--- config.mk ---
export PLATFORM = sky130hd
export DESIGN_NAME = chdb_card_dma
export DESIGN_NICKNAME = d
export VERILOG_FILES = /design/src/design/chdb_card_dma.v
export VERILOG_INCLUDE_DIRS = /design/src /design/src/design
export SDC_FILE = /design/constraint.sdc
export NUM_CORES = 1
export LEC_CHECK = 0
export BUFFER_PORTS_ARGS = -buffer_cell sky130_fd_sc_hd__buf_2
export CAP_MARGIN = 15
export CORE_MARGIN = 2
export CORE_UTILIZATION = 40
export CTS_CLUSTER_DIAMETER = 50
export DETAILED_ROUTE_END_ITERATION = 7
export PLACE_DENSITY = 0.69
export SLEW_MARGIN = 20
export SYNTH_ARGS = -nofsm -noshare
export SYNTH_HDL_FRONTEND = slang
export SYNTH_SLANG_ARGS = --single-unit
--- constraint.sdc ---
create_clock -name clk -period 2.34 [get_ports clk]
set_input_delay 0.117 -clock clk [delete_from_list [all_inputs] [get_ports clk]]
set_output_delay 0.117 -clock clk [all_outputs]
set_load 0.02 [all_outputs]
--- src/design/chdb_defines.vh ---
`ifndef CHDB_DEFINES_VH
`define CHDB_DEFINES_VH
// Register byte offsets
`define CHDB_MODE_ADDR      8'h00
`define CHDB_DMACFG_ADDR    8'h04
`define CHDB_CMD_ADDR       8'h08
`define CHDB_ARG_ADDR       8'h0C
`define CHDB_STATUS_ADDR    8'h10
`define CHDB_CTRL_ADDR      8'h14
`define CHDB_BLKLEN_ADDR    8'h18
`define CHDB_FIFO_ADDR      8'h20
// Mode register fields
`define CHDB_MODE_PAD_BIT   0
`define CHDB_MODE_RDSTOP    1
`define CHDB_MODE_WRSTOP    2
// DMA configuration fields
`define CHDB_DMA_OFS_LSB    0
`define CHDB_DMA_CHK_LSB    4
`define CHDB_DMA_EN_BIT     8
`define CHDB_DMA_READ_WORD_PAD_OPTION_BIT   12
// Command register fields
`define CHDB_CMD_XFER_BIT   0
`define CHDB_CMD_WR_BIT     1
`define CHDB_CMD_IDX_LSB    8
// Status register fields
`define CHDB_ST_COMMAND_READY_FLAG      0
`define CHDB_ST_RELEASED    1
`define CHDB_ST_DONE        2
`define CHDB_ST_FULL        3
`define CHDB_ST_OVERRUN     4
`define CHDB_ST_UNDERRUN    5
// Control register fields
`define CHDB_CTRL_SRCEND    0
// Reset values and pad bytes
`define CHDB_MODE_RST       32'h0000_0000
`define CHDB_DMACFG_RST     32'h0000_0000
`define CHDB_BLKLEN_RST     16'h0200
`define CHDB_PAD_LOW        8'h00
`define CHDB_PAD_HIGH       8'hFF
// AXI responses
`define CHDB_RESP_OKAY      2'b00
`define CHDB_RESP_SLVERR    2'b10
`endif

--- src/design/chdb_card_dma.v ---
// The register addresses and the AXI4-Lite slave port were left to the implementer.
`timescale 1ns/10ps
`default_nettype none
`include "chdb_defines.vh"
module chdb_card_dma
(
    input  wire        clk,
    input  wire        sys_rst,
    input  wire [7:0]  s_axi_awaddr,
    input  wire        s_axi_awvalid,
    output wire        s_axi_awready,
    input  wire [31:0] s_axi_wdata,
    input  wire [3:0]  s_axi_wstrb,
    input  wire        s_axi_wvalid,
    output wire        s_axi_wready,
    output reg  [1:0]  s_axi_bresp,
    output reg         s_axi_bvalid,
    input  wire        s_axi_bready,
    input  wire [7:0]  s_axi_araddr,
    input  wire        s_axi_arvalid,
    output wire        s_axi_arready,
    output reg  [31:0] s_axi_rdata,
    output reg  [1:0]  s_axi_rresp,
    output reg         s_axi_rvalid,
    input  wire        s_axi_rready,
    output wire        dmaReq,
    output reg         cmdStart,
    output reg  [5:0]  cmdIndex,
    output reg  [31:0] cmdArg,
    input  wire        cmdDone,
    input  wire        cardBusyPin,
    output wire        cardClkEn,
    output reg  [7:0]  cardTxData,
    output wire        cardTxValid,
    input  wire        cardTxReady,
    input  wire [7:0]  cardRxData,
    input  wire        cardRxValid
);

    // ****************************************
    // Registers and state
    // ****************************************
    reg [31:0] modeReg;
    reg [31:0] dmaCfg;
    reg [15:0] blockLen;
    reg        cmdReady;
    reg        xferDone;
    reg        overrun;
    reg        underrun;
    reg        xferActive;
    reg        xferWrite;
    reg        srcEnd;
    reg [15:0] byteCnt;
    reg [1:0]  lane;
    reg [31:0] fifoWord;
    reg        wordFull;
    reg [2:0]  busySync;
    reg        cardReleased;
    reg [7:0]  awAddr;
    reg        awHeld;
    reg [31:0] wData;
    reg [3:0]  wStrb;
    reg        wHeld;

    wire padSel   = modeReg[`CHDB_MODE_PAD_BIT];
    wire rdStop   = modeReg[`CHDB_MODE_RDSTOP];
    wire wrStop   = modeReg[`CHDB_MODE_WRSTOP];
    wire dma_handshake_enable    = dmaCfg[`CHDB_DMA_EN_BIT];
    wire [1:0] dmaOfs = dmaCfg[`CHDB_DMA_OFS_LSB+1:`CHDB_DMA_OFS_LSB];
    wire [7:0] padByte = padSel ? `CHDB_PAD_HIGH : `CHDB_PAD_LOW;

    // ****************************************
    // AXI4-Lite slave
    // ****************************************
    // Address and data are latched separately so either may arrive first
    assign s_axi_awready = !awHeld && !s_axi_bvalid;
    assign s_axi_wready  = !wHeld && !s_axi_bvalid;
    assign s_axi_arready = !s_axi_rvalid;
    wire doWrite = awHeld && wHeld && !s_axi_bvalid;
    wire doRead  = s_axi_arvalid && s_axi_arready;
    wire wrMode  = doWrite && (awAddr == `CHDB_MODE_ADDR);
    wire wrDma   = doWrite && (awAddr == `CHDB_DMACFG_ADDR);
    wire wrCmd   = doWrite && (awAddr == `CHDB_CMD_ADDR);
    wire wrArg   = doWrite && (awAddr == `CHDB_ARG_ADDR);
    wire wrCtrl  = doWrite && (awAddr == `CHDB_CTRL_ADDR);
    wire wrLen   = doWrite && (awAddr == `CHDB_BLKLEN_ADDR);
    wire wrFifo  = doWrite && (awAddr == `CHDB_FIFO_ADDR);
    wire rdFifo  = doRead && (s_axi_araddr == `CHDB_FIFO_ADDR);
    wire wrKnown = wrMode | wrDma | wrCmd | wrArg | wrCtrl | wrLen | wrFifo;

    // Byte-lane merge for word registers
    function [31:0] merge;
        input [31:0] old;
        input [31:0] nw;
        input [3:0]  strb;
        integer i;
        begin
            merge = old;
            for (i = 0; i < 4; i = i + 1)
                if (strb[i])
                    merge[i*8 +: 8] = nw[i*8 +: 8];
        end
    endfunction

    // Length register keeps only the low half of the merged word
    wire [31:0] lenMerged = merge({16'h0000, blockLen}, wData, wStrb);

    // Read mux; unmapped addresses answer SLVERR with zero data
    reg [31:0] next_rdata;
    reg        next_rerr;
    always @*
    begin
        next_rdata = 32'h0000_0000;
        next_rerr  = 1'b0;
        case (s_axi_araddr)
            `CHDB_MODE_ADDR:   next_rdata = modeReg;
            `CHDB_DMACFG_ADDR: next_rdata = dmaCfg;
            `CHDB_CMD_ADDR:    next_rdata = {18'h0_0000, cmdIndex, 6'h00, xferWrite,
                                             xferActive};
            `CHDB_ARG_ADDR:    next_rdata = cmdArg;
            `CHDB_STATUS_ADDR: next_rdata = {26'h000_0000, underrun, overrun, wordFull,
                                             xferDone, cardReleased, cmdReady};
            `CHDB_CTRL_ADDR:   next_rdata = {31'h0000_0000, srcEnd};
            `CHDB_BLKLEN_ADDR: next_rdata = {16'h0000, blockLen};
            `CHDB_FIFO_ADDR:   next_rdata = fifoWord;
            default:           next_rerr  = 1'b1;
        endcase
    end

    // Bus channel handshakes
    always @(posedge clk)
    begin
        if (sys_rst)
        begin
            awHeld       <= 1'b0;
            wHeld        <= 1'b0;
            awAddr       <= 8'h00;
            wData        <= 32'h0000_0000;
            wStrb        <= 4'h0;
            s_axi_bvalid <= 1'b0;
            s_axi_bresp  <= `CHDB_RESP_OKAY;
            s_axi_rvalid <= 1'b0;
            s_axi_rdata  <= 32'h0000_0000;
            s_axi_rresp  <= `CHDB_RESP_OKAY;
        end
        else
        begin
            if (s_axi_awvalid && s_axi_awready)
            begin
                awHeld <= 1'b1;
                awAddr <= {s_axi_awaddr[7:2], 2'b00};
            end
            if (s_axi_wvalid && s_axi_wready)
            begin
                wHeld <= 1'b1;
                wData <= s_axi_wdata;
                wStrb <= s_axi_wstrb;
            end
            if (doWrite)
            begin
                awHeld       <= 1'b0;
                wHeld        <= 1'b0;
                s_axi_bvalid <= 1'b1;
                s_axi_bresp  <= wrKnown ? `CHDB_RESP_OKAY : `CHDB_RESP_SLVERR;
            end
            else if (s_axi_bvalid && s_axi_bready)
                s_axi_bvalid <= 1'b0;
            if (doRead)
            begin
                s_axi_rvalid <= 1'b1;
                s_axi_rdata  <= next_rdata;
                s_axi_rresp  <= next_rerr ? `CHDB_RESP_SLVERR : `CHDB_RESP_OKAY;
            end
            else if (s_axi_rvalid && s_axi_rready)
                s_axi_rvalid <= 1'b0;
        end
    end

    // ****************************************
    // Card busy pin synchroniser
    // ****************************************
    // Stage 0 feeds stage 1 only; a change counts once stages 1 and 2 agree
    always @(posedge clk)
    begin
        if (sys_rst)
        begin
            busySync     <= 3'b000;
            cardReleased <= 1'b1;
        end
        else
        begin
            busySync <= {busySync[1:0], cardBusyPin};
            if (busySync[1] == busySync[2])
                cardReleased <= !busySync[2];
        end
    end

    // ****************************************
    // Data path between DMA and card
    // ****************************************
    wire lastByte = (byteCnt == blockLen - 16'h0001);
    wire padPhase = srcEnd && !wordFull;
    // Write side: a byte is ready from the word, or padding once the source is done
    assign cardTxValid = xferActive && xferWrite && (wordFull || padPhase) && cardClkEn;
    wire txTake = cardTxValid && cardTxReady;
    wire rxTake = xferActive && !xferWrite && cardRxValid && cardClkEn;
    // Read side: the word fills on lane 3 or on the last byte of the block
    wire rxFill = rxTake && !wordFull && (lane == 2'b11 || lastByte);

    // Request only in the direction that moves data
    assign dmaReq = dma_handshake_enable && xferActive &&
                    (xferWrite ? (!wordFull && !srcEnd) : wordFull);

    // Proof bits trade bandwidth for integrity by pausing the card clock
    assign cardClkEn = !(xferActive && ((!xferWrite && rdStop && wordFull) ||
                                        (xferWrite && wrStop && !wordFull && !srcEnd)));

    always @*
    begin
        cardTxData = wordFull ? fifoWord[lane*8 +: 8] : padByte;
    end

    // Transfer sequencing, FIFO word and flags
    always @(posedge clk)
    begin
        if (sys_rst)
        begin
            modeReg    <= `CHDB_MODE_RST;
            dmaCfg     <= `CHDB_DMACFG_RST;
            blockLen   <= `CHDB_BLKLEN_RST;
            cmdArg     <= 32'h0000_0000;
            cmdIndex   <= 6'h00;
            cmdStart   <= 1'b0;
            cmdReady   <= 1'b1;
            xferDone   <= 1'b0;
            overrun    <= 1'b0;
            underrun   <= 1'b0;
            xferActive <= 1'b0;
            xferWrite  <= 1'b0;
            srcEnd     <= 1'b0;
            byteCnt    <= 16'h0000;
            lane       <= 2'b00;
            fifoWord   <= 32'h0000_0000;
            wordFull   <= 1'b0;
        end
        else
        begin
            cmdStart <= wrCmd;
            if (wrMode)
                modeReg <= merge(modeReg, wData, wStrb);
            if (wrDma)
                dmaCfg <= merge(dmaCfg, wData, wStrb);
            if (wrLen)
                blockLen <= lenMerged[15:0];
            if (wrArg)
                cmdArg <= merge(cmdArg, wData, wStrb);
            if (wrCtrl && wData[`CHDB_CTRL_SRCEND])
                srcEnd <= 1'b1;
            // Command write starts a new command and, if a transfer with a nonzero block length, a new block
            if (wrCmd)
            begin
                cmdIndex <= wData[`CHDB_CMD_IDX_LSB+5:`CHDB_CMD_IDX_LSB];
                xferDone <= 1'b0;
                overrun  <= 1'b0;
                underrun <= 1'b0;
                if (wData[`CHDB_CMD_XFER_BIT] && blockLen != 16'h0000)
                begin
                    xferActive <= 1'b1;
                    xferWrite  <= wData[`CHDB_CMD_WR_BIT];
                    byteCnt    <= 16'h0000;
                    lane       <= wData[`CHDB_CMD_WR_BIT] ? dmaOfs : 2'b00;
                    wordFull   <= 1'b0;
                    srcEnd     <= 1'b0;
                end
            end
            // Ready drops on issue; completion set wins over the same-cycle clear
            if (cmdDone)
                cmdReady <= 1'b1;
            else if (wrCmd)
                cmdReady <= 1'b0;
            // DMA word moves through the FIFO window
            if (wrFifo && xferActive && xferWrite && !wordFull)
            begin
                fifoWord <= merge(fifoWord, wData, wStrb);
                wordFull <= 1'b1;
            end
            if (rdFifo && wordFull && xferActive && !xferWrite)
            begin
                wordFull <= 1'b0;
                if (byteCnt == blockLen)
                begin
                    xferActive <= 1'b0;
                    xferDone   <= 1'b1;
                end
            end
            // Card write side
            if (txTake)
            begin
                byteCnt <= byteCnt + 16'h0001;
                lane    <= lane + 2'b01;
                if (!wordFull)
                    underrun <= 1'b1;
                if (wordFull && (lane == 2'b11 || lastByte))
                    wordFull <= 1'b0;
                if (lastByte)
                begin
                    xferActive <= 1'b0;
                    xferDone   <= 1'b1;
                end
            end
            // Card read side; a byte that finds the word full is lost
            if (rxTake)
            begin
                if (wordFull)
                    overrun <= 1'b1;
                else
                begin
                    byteCnt <= byteCnt + 16'h0001;
                    lane    <= lane + 2'b01;
                    fifoWord[lane*8 +: 8] <= cardRxData;
                    if (lane == 2'b00)
                        fifoWord[31:8] <= 24'h00_0000;
                    if (rxFill)
                        wordFull <= 1'b1;
                end
            end
        end
    end

endmodule // chdb_card_dma
`default_nettype wire

Yosys cells after proc, flatten, opt, wreduce, memory -nomap -nowiden
Cells that the tools add are included.
Operators by class
  add/subtract/negate cells: 4
  equality and inequality tests: 17
  shift-type cells: 3
  muxes and demuxes: 60
  bitwise operators: 6
  reductions and logical operators: 81
Operators with widths (number)
  one-hot mux 32 bit (8 select lines): 1
  2-to-1 mux 32 bit: 4
  2-to-1 mux 16 bit: 5
  2-to-1 mux 8 bit: 6
  logical AND 1 bit: 45
  2-to-1 mux 1 bit: 34
  negation 5 -> 34 bit: 1
  variable shift 8 x 34 -> 32 bit (first input constant): 1
  variable part select 8 x 34 -> 32 bit: 1
  bitwise mux 32 bit: 1
  equality test 16 bit: 2
  variable part select 32 x 6 -> 8 bit: 1
  AND reduction 2 bit: 15
  equality test 8 x 5 -> 1 bit (second input constant): 3
  2-to-1 mux 24 bit: 1
  adder 16 x 1 -> 16 bit (second input constant): 1
  equality test 8 x 4 -> 1 bit (second input constant): 2
  logical NOT 8 bit: 2
  2-to-1 mux 2 bit: 8
  nonzero test 16 bit: 1
  subtractor 16 x 1 -> 16 bit (second input constant): 1
  equality test 6 x 2 -> 1 bit (second input constant): 2
  equality test 6 x 3 -> 1 bit (second input constant): 2
  logical NOT 1 bit: 9
  other kinds (13): 22
Word-level totals
  flip-flop bits (word level): 263
  input port bits: 71
  output and inout bits: 91
  word-level logic and storage cells: 210

Longest topological paths before layout
  word-level depth: 13
  gate-level depth with buffers: 11
  depth with buffers taken out: 9

Least setup slack after synthesis
OpenSTA, ideal clock, no wires.
  kind: reg-to-reg
  start point: reg lane[0]
  end point: reg fifoWord[0]
  library setup time: 88 ps
  arrival: 2333 ps
  data required time: 2252 ps
  path slack: -81 ps
  stages on the path, launching flop included: 7
  buffers on the path: 1
  period minus slack after synthesis: 2421 ps
  path through: dfxtp_1 -> buf_1 -> inv_1 -> ha_1 -> nor3b_1 -> a21oi_1 -> a311oi_2
Between the ends
  word-level cells in the longest chain between the ends: 5
  elaborated cells on any way between the ends: 6
  those cells by class: 1 x add/sub; 2 x shift; 3 x mux
RTL lines
  start, declared: line chdb_card_dma.v:54  | reg [1:0] lane;
  start signal, assigned: line chdb_card_dma.v:271  | lane <= wData[`CHDB_CMD_WR_BIT] ? dmaOfs : 2'b00;
  start signal, assigned: line chdb_card_dma.v:300  | lane <= lane + 2'b01;
  start signal, assigned: line chdb_card_dma.v:319  | lane <= lane + 2'b01;
  negation 5 -> 34 bit (*): line chdb_card_dma.v:320  | fifoWord[lane*8 +: 8] <= cardRxData;
  variable part select 8 x 34 -> 32 bit / variable shift 8 x 34 -> 32 bit (equally long branches): line chdb_card_dma.v:320
  bitwise mux 32 bit (*): line chdb_card_dma.v:320
  2-to-1 mux 32 bit (*): line chdb_card_dma.v:314  | if (wordFull)
  2-to-1 mux 32 bit (*): line chdb_card_dma.v:312  | if (rxTake)
  end signal, assigned: line chdb_card_dma.v:284  | fifoWord <= merge(fifoWord, wData, wStrb);
  end signal, assigned by index: line chdb_card_dma.v:320
  end, declared: line chdb_card_dma.v:55  | reg [31:0] fifoWord;
Every way passes the cells marked *; elsewhere a longest branch is shown, timed or not.
A chain may end at the register's enable or synchronous reset.

Worst setup path in the final report
  start point: reg awAddr[7]
  end point: reg lane[0]
Between the ends
  word-level cells in the longest chain between the ends: 6
RTL lines
  start, declared: line chdb_card_dma.v:59  | reg [7:0] awAddr;
  start signal, assigned: line chdb_card_dma.v:151  | awAddr <= {s_axi_awaddr[7:2], 2'b00};
  equality test 6 x 2 -> 1 bit (no source line) (*)
  logical AND 1 bit (*): line chdb_card_dma.v:83  | wire wrCmd = doWrite && (awAddr == `CHDB_CMD_ADDR);
  2-to-1 mux 2 bit (*): line chdb_card_dma.v:260  | if (wrCmd)
  2-to-1 mux 2 bit (*): line chdb_card_dma.v:297  | if (txTake)
  2-to-1 mux 2 bit: line chdb_card_dma.v:314
  2-to-1 mux 2 bit (*): line chdb_card_dma.v:312
Marked as above.

==> results.json <==
{
  "status": "finished clean",
  "grt_use_met2": 0.400,
  "antenna_cells": 0,
  "min_period_over_period": 0.988,
  "worstPathMaxFanout": 5,
  "ys_seq_elements": 261,
  "setup-violations-final": 0,
  "grt_max_degree": 133,
  "timing.rr.start": "awAddr[7]",
  "slew_headroom": 0.254,
  "cp-end-kind": "flop",
  "clockRootBuffer": "clkbuf_16",
  "fin_skew_ns": 0.0292,
  "tightest_slew_ns": 1.12,
  "cp-start-kind": "flop",
  "core_um2": 29700,
  "clk_latency_ns": 0.58,
  "avgSynthCellArea_um2": 7.90,
  "start_util": 0.408,
  "grt.met3_usage": 0.0420,
  "io_pins": 162,
  "ir_drop_mv": 0.603,
  "finalPower_mw": 9.87,
  "num_rows": 63,
  "path_class": "reg -> reg",
  "cp_data_required_time_ns": 2.76,
  "cts_htree_levels": 1,
  "antenna_found_initial": 0,
  "dp.cells": 2032,
  "via_per_inst": 5.74,
  "cts_buffers": 31,
  "yosys_warnings": 0,
  "setup_tns_ns": 0,
  "cts_buffer_depth": 3,
  "synthArstFlopShare": 0,
  "grt_pass1_wl_mm": 63.8,
  "r2r_cells": 7,
  "fillers": 2843,
  "pre_cts_ws_ns": 0.0683,
  "place.gp.congestion": 0.911,
  "ff2ff_setup_slack_ns": 0.03,
  "syn-cell-area_um2": 12100,
  "startpoint": "awAddr[7]",
  "hold_viol": 0,
  "drv_slew": 0,
  "worstPathArrival_ns": 2.73,
  "max_freq_ghz": 0.433,
  "first_pass_iters": 6,
  "p_leak_nw": 5.71,
  "antenna_left": 0,
  "reg2reg_to": "lane[0]",
  "use_met1": 0.361,
  "wl_per_cell_um": 19.2,
  "post-route-min-period_ns": 2.31,
  "powerDensity_nw_per_um2": 647,
  "die_h_um": 178,
  "port_buffers": 157,
  "die_w_um": 178,
  "yosys_most_used_dff": "dfxtp_1",
  "drv_cap": 0,
  "regArea_um2": 5230,
  "grt_usage": 0.256,
  "setup_ws_ns": 0.0285,
  "cts_tree": "yes",
  "ys_seq_area_frac": 0.431,
  "syn-instance-count": 1534,
  "areaGrowthSynthToFinish_pct": 25.8,
  "drc": 0,
  "synth_cell_types": 69,
  "drive_above_1_share": 0.186,
  "grt-ovfl-total": 0,
  "clock-sinks": 261,
  "floorplan.die_area_um2": 31700,
  "dpl.hpwl_mm": 29.5,
  "fin_nets": 1820,
  "vias": 12400,
  "clk_pin_slew_ns": 0.06,
  "holdCritPathClass": "in -> reg",
  "routed_wl_mm": 41.4,
  "instances_no_fill": 2154,
  "synth_edf_count": 0,
  "dr.first_iter.drc_count": 1717,
  "crit_path_end": "lane[0]",
  "multiInputGateArea_um2": 6420,
  "worst_hold_slack_ns": 0.0529,
  "grt_pass1_vias": 11400,
  "busiest_layer": "met2"
}
==> routing by layer <==
layer	vias up	wire length, um
li1	5840	-
met1	5823	18000
met2	620	18400
met3	90	3660
met4	0	1270
met5	-	0
==> worst min-delay path by stage <==
stage                             from      endpoint  cells after the start
after floorplan                cmdDone      cmdReady                      1
after global placement         cmdDone      cmdReady                      2
after detailed placement  s_axi_rready  s_axi_rvalid                      2
after CTS                  cardTxReady      xferDone                      4
after global routing       cardTxReady      xferDone                      4
final                      cardTxReady      xferDone                      4
==> power by group <==
part           switching (mW)  internal [mW]
clock network            1.98           2.64
registers               0.125           4.51
logic                   0.359          0.252
==> cells by family (layout without fill, tap and decap cells) <==
| logic type | after synthesis | count (layout) | synth area share |
|---|---|---|---|
| AOI/OAI and AO/OA | 411 | 411 | 0.207 |
| xor gates and xnor gates | 24 | 24 | 0.0173 |
| adders and majority gates | 8 | 8 | 0.00826 |
| buffers and inverters | 133 | 362 | 0.0467 |
| DFF | 261 | 261 | 0.431 |
| muxes | 34 | 34 | 0.0363 |
| other | 1 | 2 | 0.000309 |
| and+or+nand+nor | 662 | 662 | 0.253 |
==> critical path, stage by stage, from the launching register on <==
cell      delay (ns)
dfxtp_1         0.36
nor4_1          0.49
and3_1          0.40
o311ai_4        0.22
buf_4           0.18
buf_4           0.14
a211oi_1        0.27
a211oi_1        0.09
==> sequential cells by signal (all words and copies together) (netlist names), 2 cells and up <==
name and cells:
cmdArg 32, dmaCfg 32, fifoWord 32, modeReg 32, s_axi_rdata 32, wData 32, blockLen 16, byteCnt 16
awAddr 6, cmdIndex 6, wStrb 4, busySync 3, lane 2
==> timing repair <==
action	4_1_cts	5_1_grt
resized for setup	0	10
hold endpoints to repair	93	0
setup buffers	0	1
hold buffers	65	0
endpoints found under the setup margin	0	25
==> cells in the mapped netlist (3+ instances only) <==
| cell | instances | share of area |
|---|---|---|
| buf_2 | 30 | 0.012 |
| and3_1 | 15 | 0.0077 |
| xnor2_1 | 17 | 0.012 |
| nand3_1 | 126 | 0.052 |
| mux4_2 | 8 | 0.015 |
| a22o_1 | 4 | 0.0029 |
| a311oi_2 | 8 | 0.0099 |
| mux2i_1 | 26 | 0.021 |
| a31o_1 | 4 | 0.0029 |
| nand4_1 | 8 | 0.0041 |
| buf_1 | 8 | 0.0025 |
| buf_4 | 3 | 0.0019 |
| and2_1 | 11 | 0.0057 |
| dfxtp_1 | 261 | 0.43 |
| nor2_1 | 99 | 0.031 |
| ha_1 | 8 | 0.0083 |
| a221oi_1 | 3 | 0.0022 |
| nor3b_1 | 3 | 0.0019 |
| o21ai_0 | 24 | 0.0099 |
| nand2b_1 | 6 | 0.0031 |
| a22oi_1 | 30 | 0.019 |
| inv_1 | 9 | 0.0028 |
| a211o_1 | 3 | 0.0022 |
| a211oi_1 | 20 | 0.012 |
| nor3_2 | 4 | 0.0033 |
| a31oi_1 | 10 | 0.0052 |
| nor4b_1 | 3 | 0.0022 |
| a21o_1 | 5 | 0.0031 |
| a222oi_1 | 22 | 0.018 |
| clkbuf_1 | 78 | 0.024 |
| a21oi_1 | 265 | 0.11 |
| nand2_1 | 324 | 0.10 |
| nor3_1 | 19 | 0.0078 |
| nor2b_1 | 9 | 0.0046 |
| xor2_1 | 7 | 0.0051 |
| nor4_1 | 5 | 0.0026 |
| nor4_2 | 5 | 0.0052 |
==> metrics by stage <==
step           cell area [um^2]   util
6_report                  15200  0.513
5_1_grt                   15200  0.513
4_1_cts                   15200  0.511
3_5_place_dp              13600  0.456
3_3_place_gp              13600  0.456
2_1_floorplan             12100      -
==> final cells by class <==
class                           instances  area share
Clock buffer                           43      0.0551
Clock inverter                         13     0.00870
Inverter                               10     0.00246
Multi-Input combinational cell       1141       0.421
Sequential cell                       261       0.343
Tap cell                              390      0.0320
Timing Repair Buffer                  296       0.138
==> placed cells by master, fill, tap and decap left out, drive strengths merged, types with 3 or more instances in the layout <==
master	Yosys	final
a221oi	3	3
ha	8	8
a222oi	22	22
a22oi	30	30
nor3	25	25
clkinv	0	7
or3	4	4
nor3b	3	3
and3	15	15
inv	10	13
nor2	100	100
a31oi	10	10
buf	43	231
xor2	7	7
nor4	12	12
dfxtp	261	261
a21oi	266	266
nor2b	9	9
and2	11	11
a22o	4	4
nand3	126	126
nand2	326	326
mux2i	26	26
o21ai	25	25
nand2b	6	6
mux4	8	8
xnor2	17	17
nand4	8	8
a311oi	10	10
a21o	5	5
a31o	4	4
nor4b	4	4
a211o	3	3
dlygate4sd3	0	65
clkbuf	80	43
a211oi	20	20
Power figures use the tool's default switching activity.
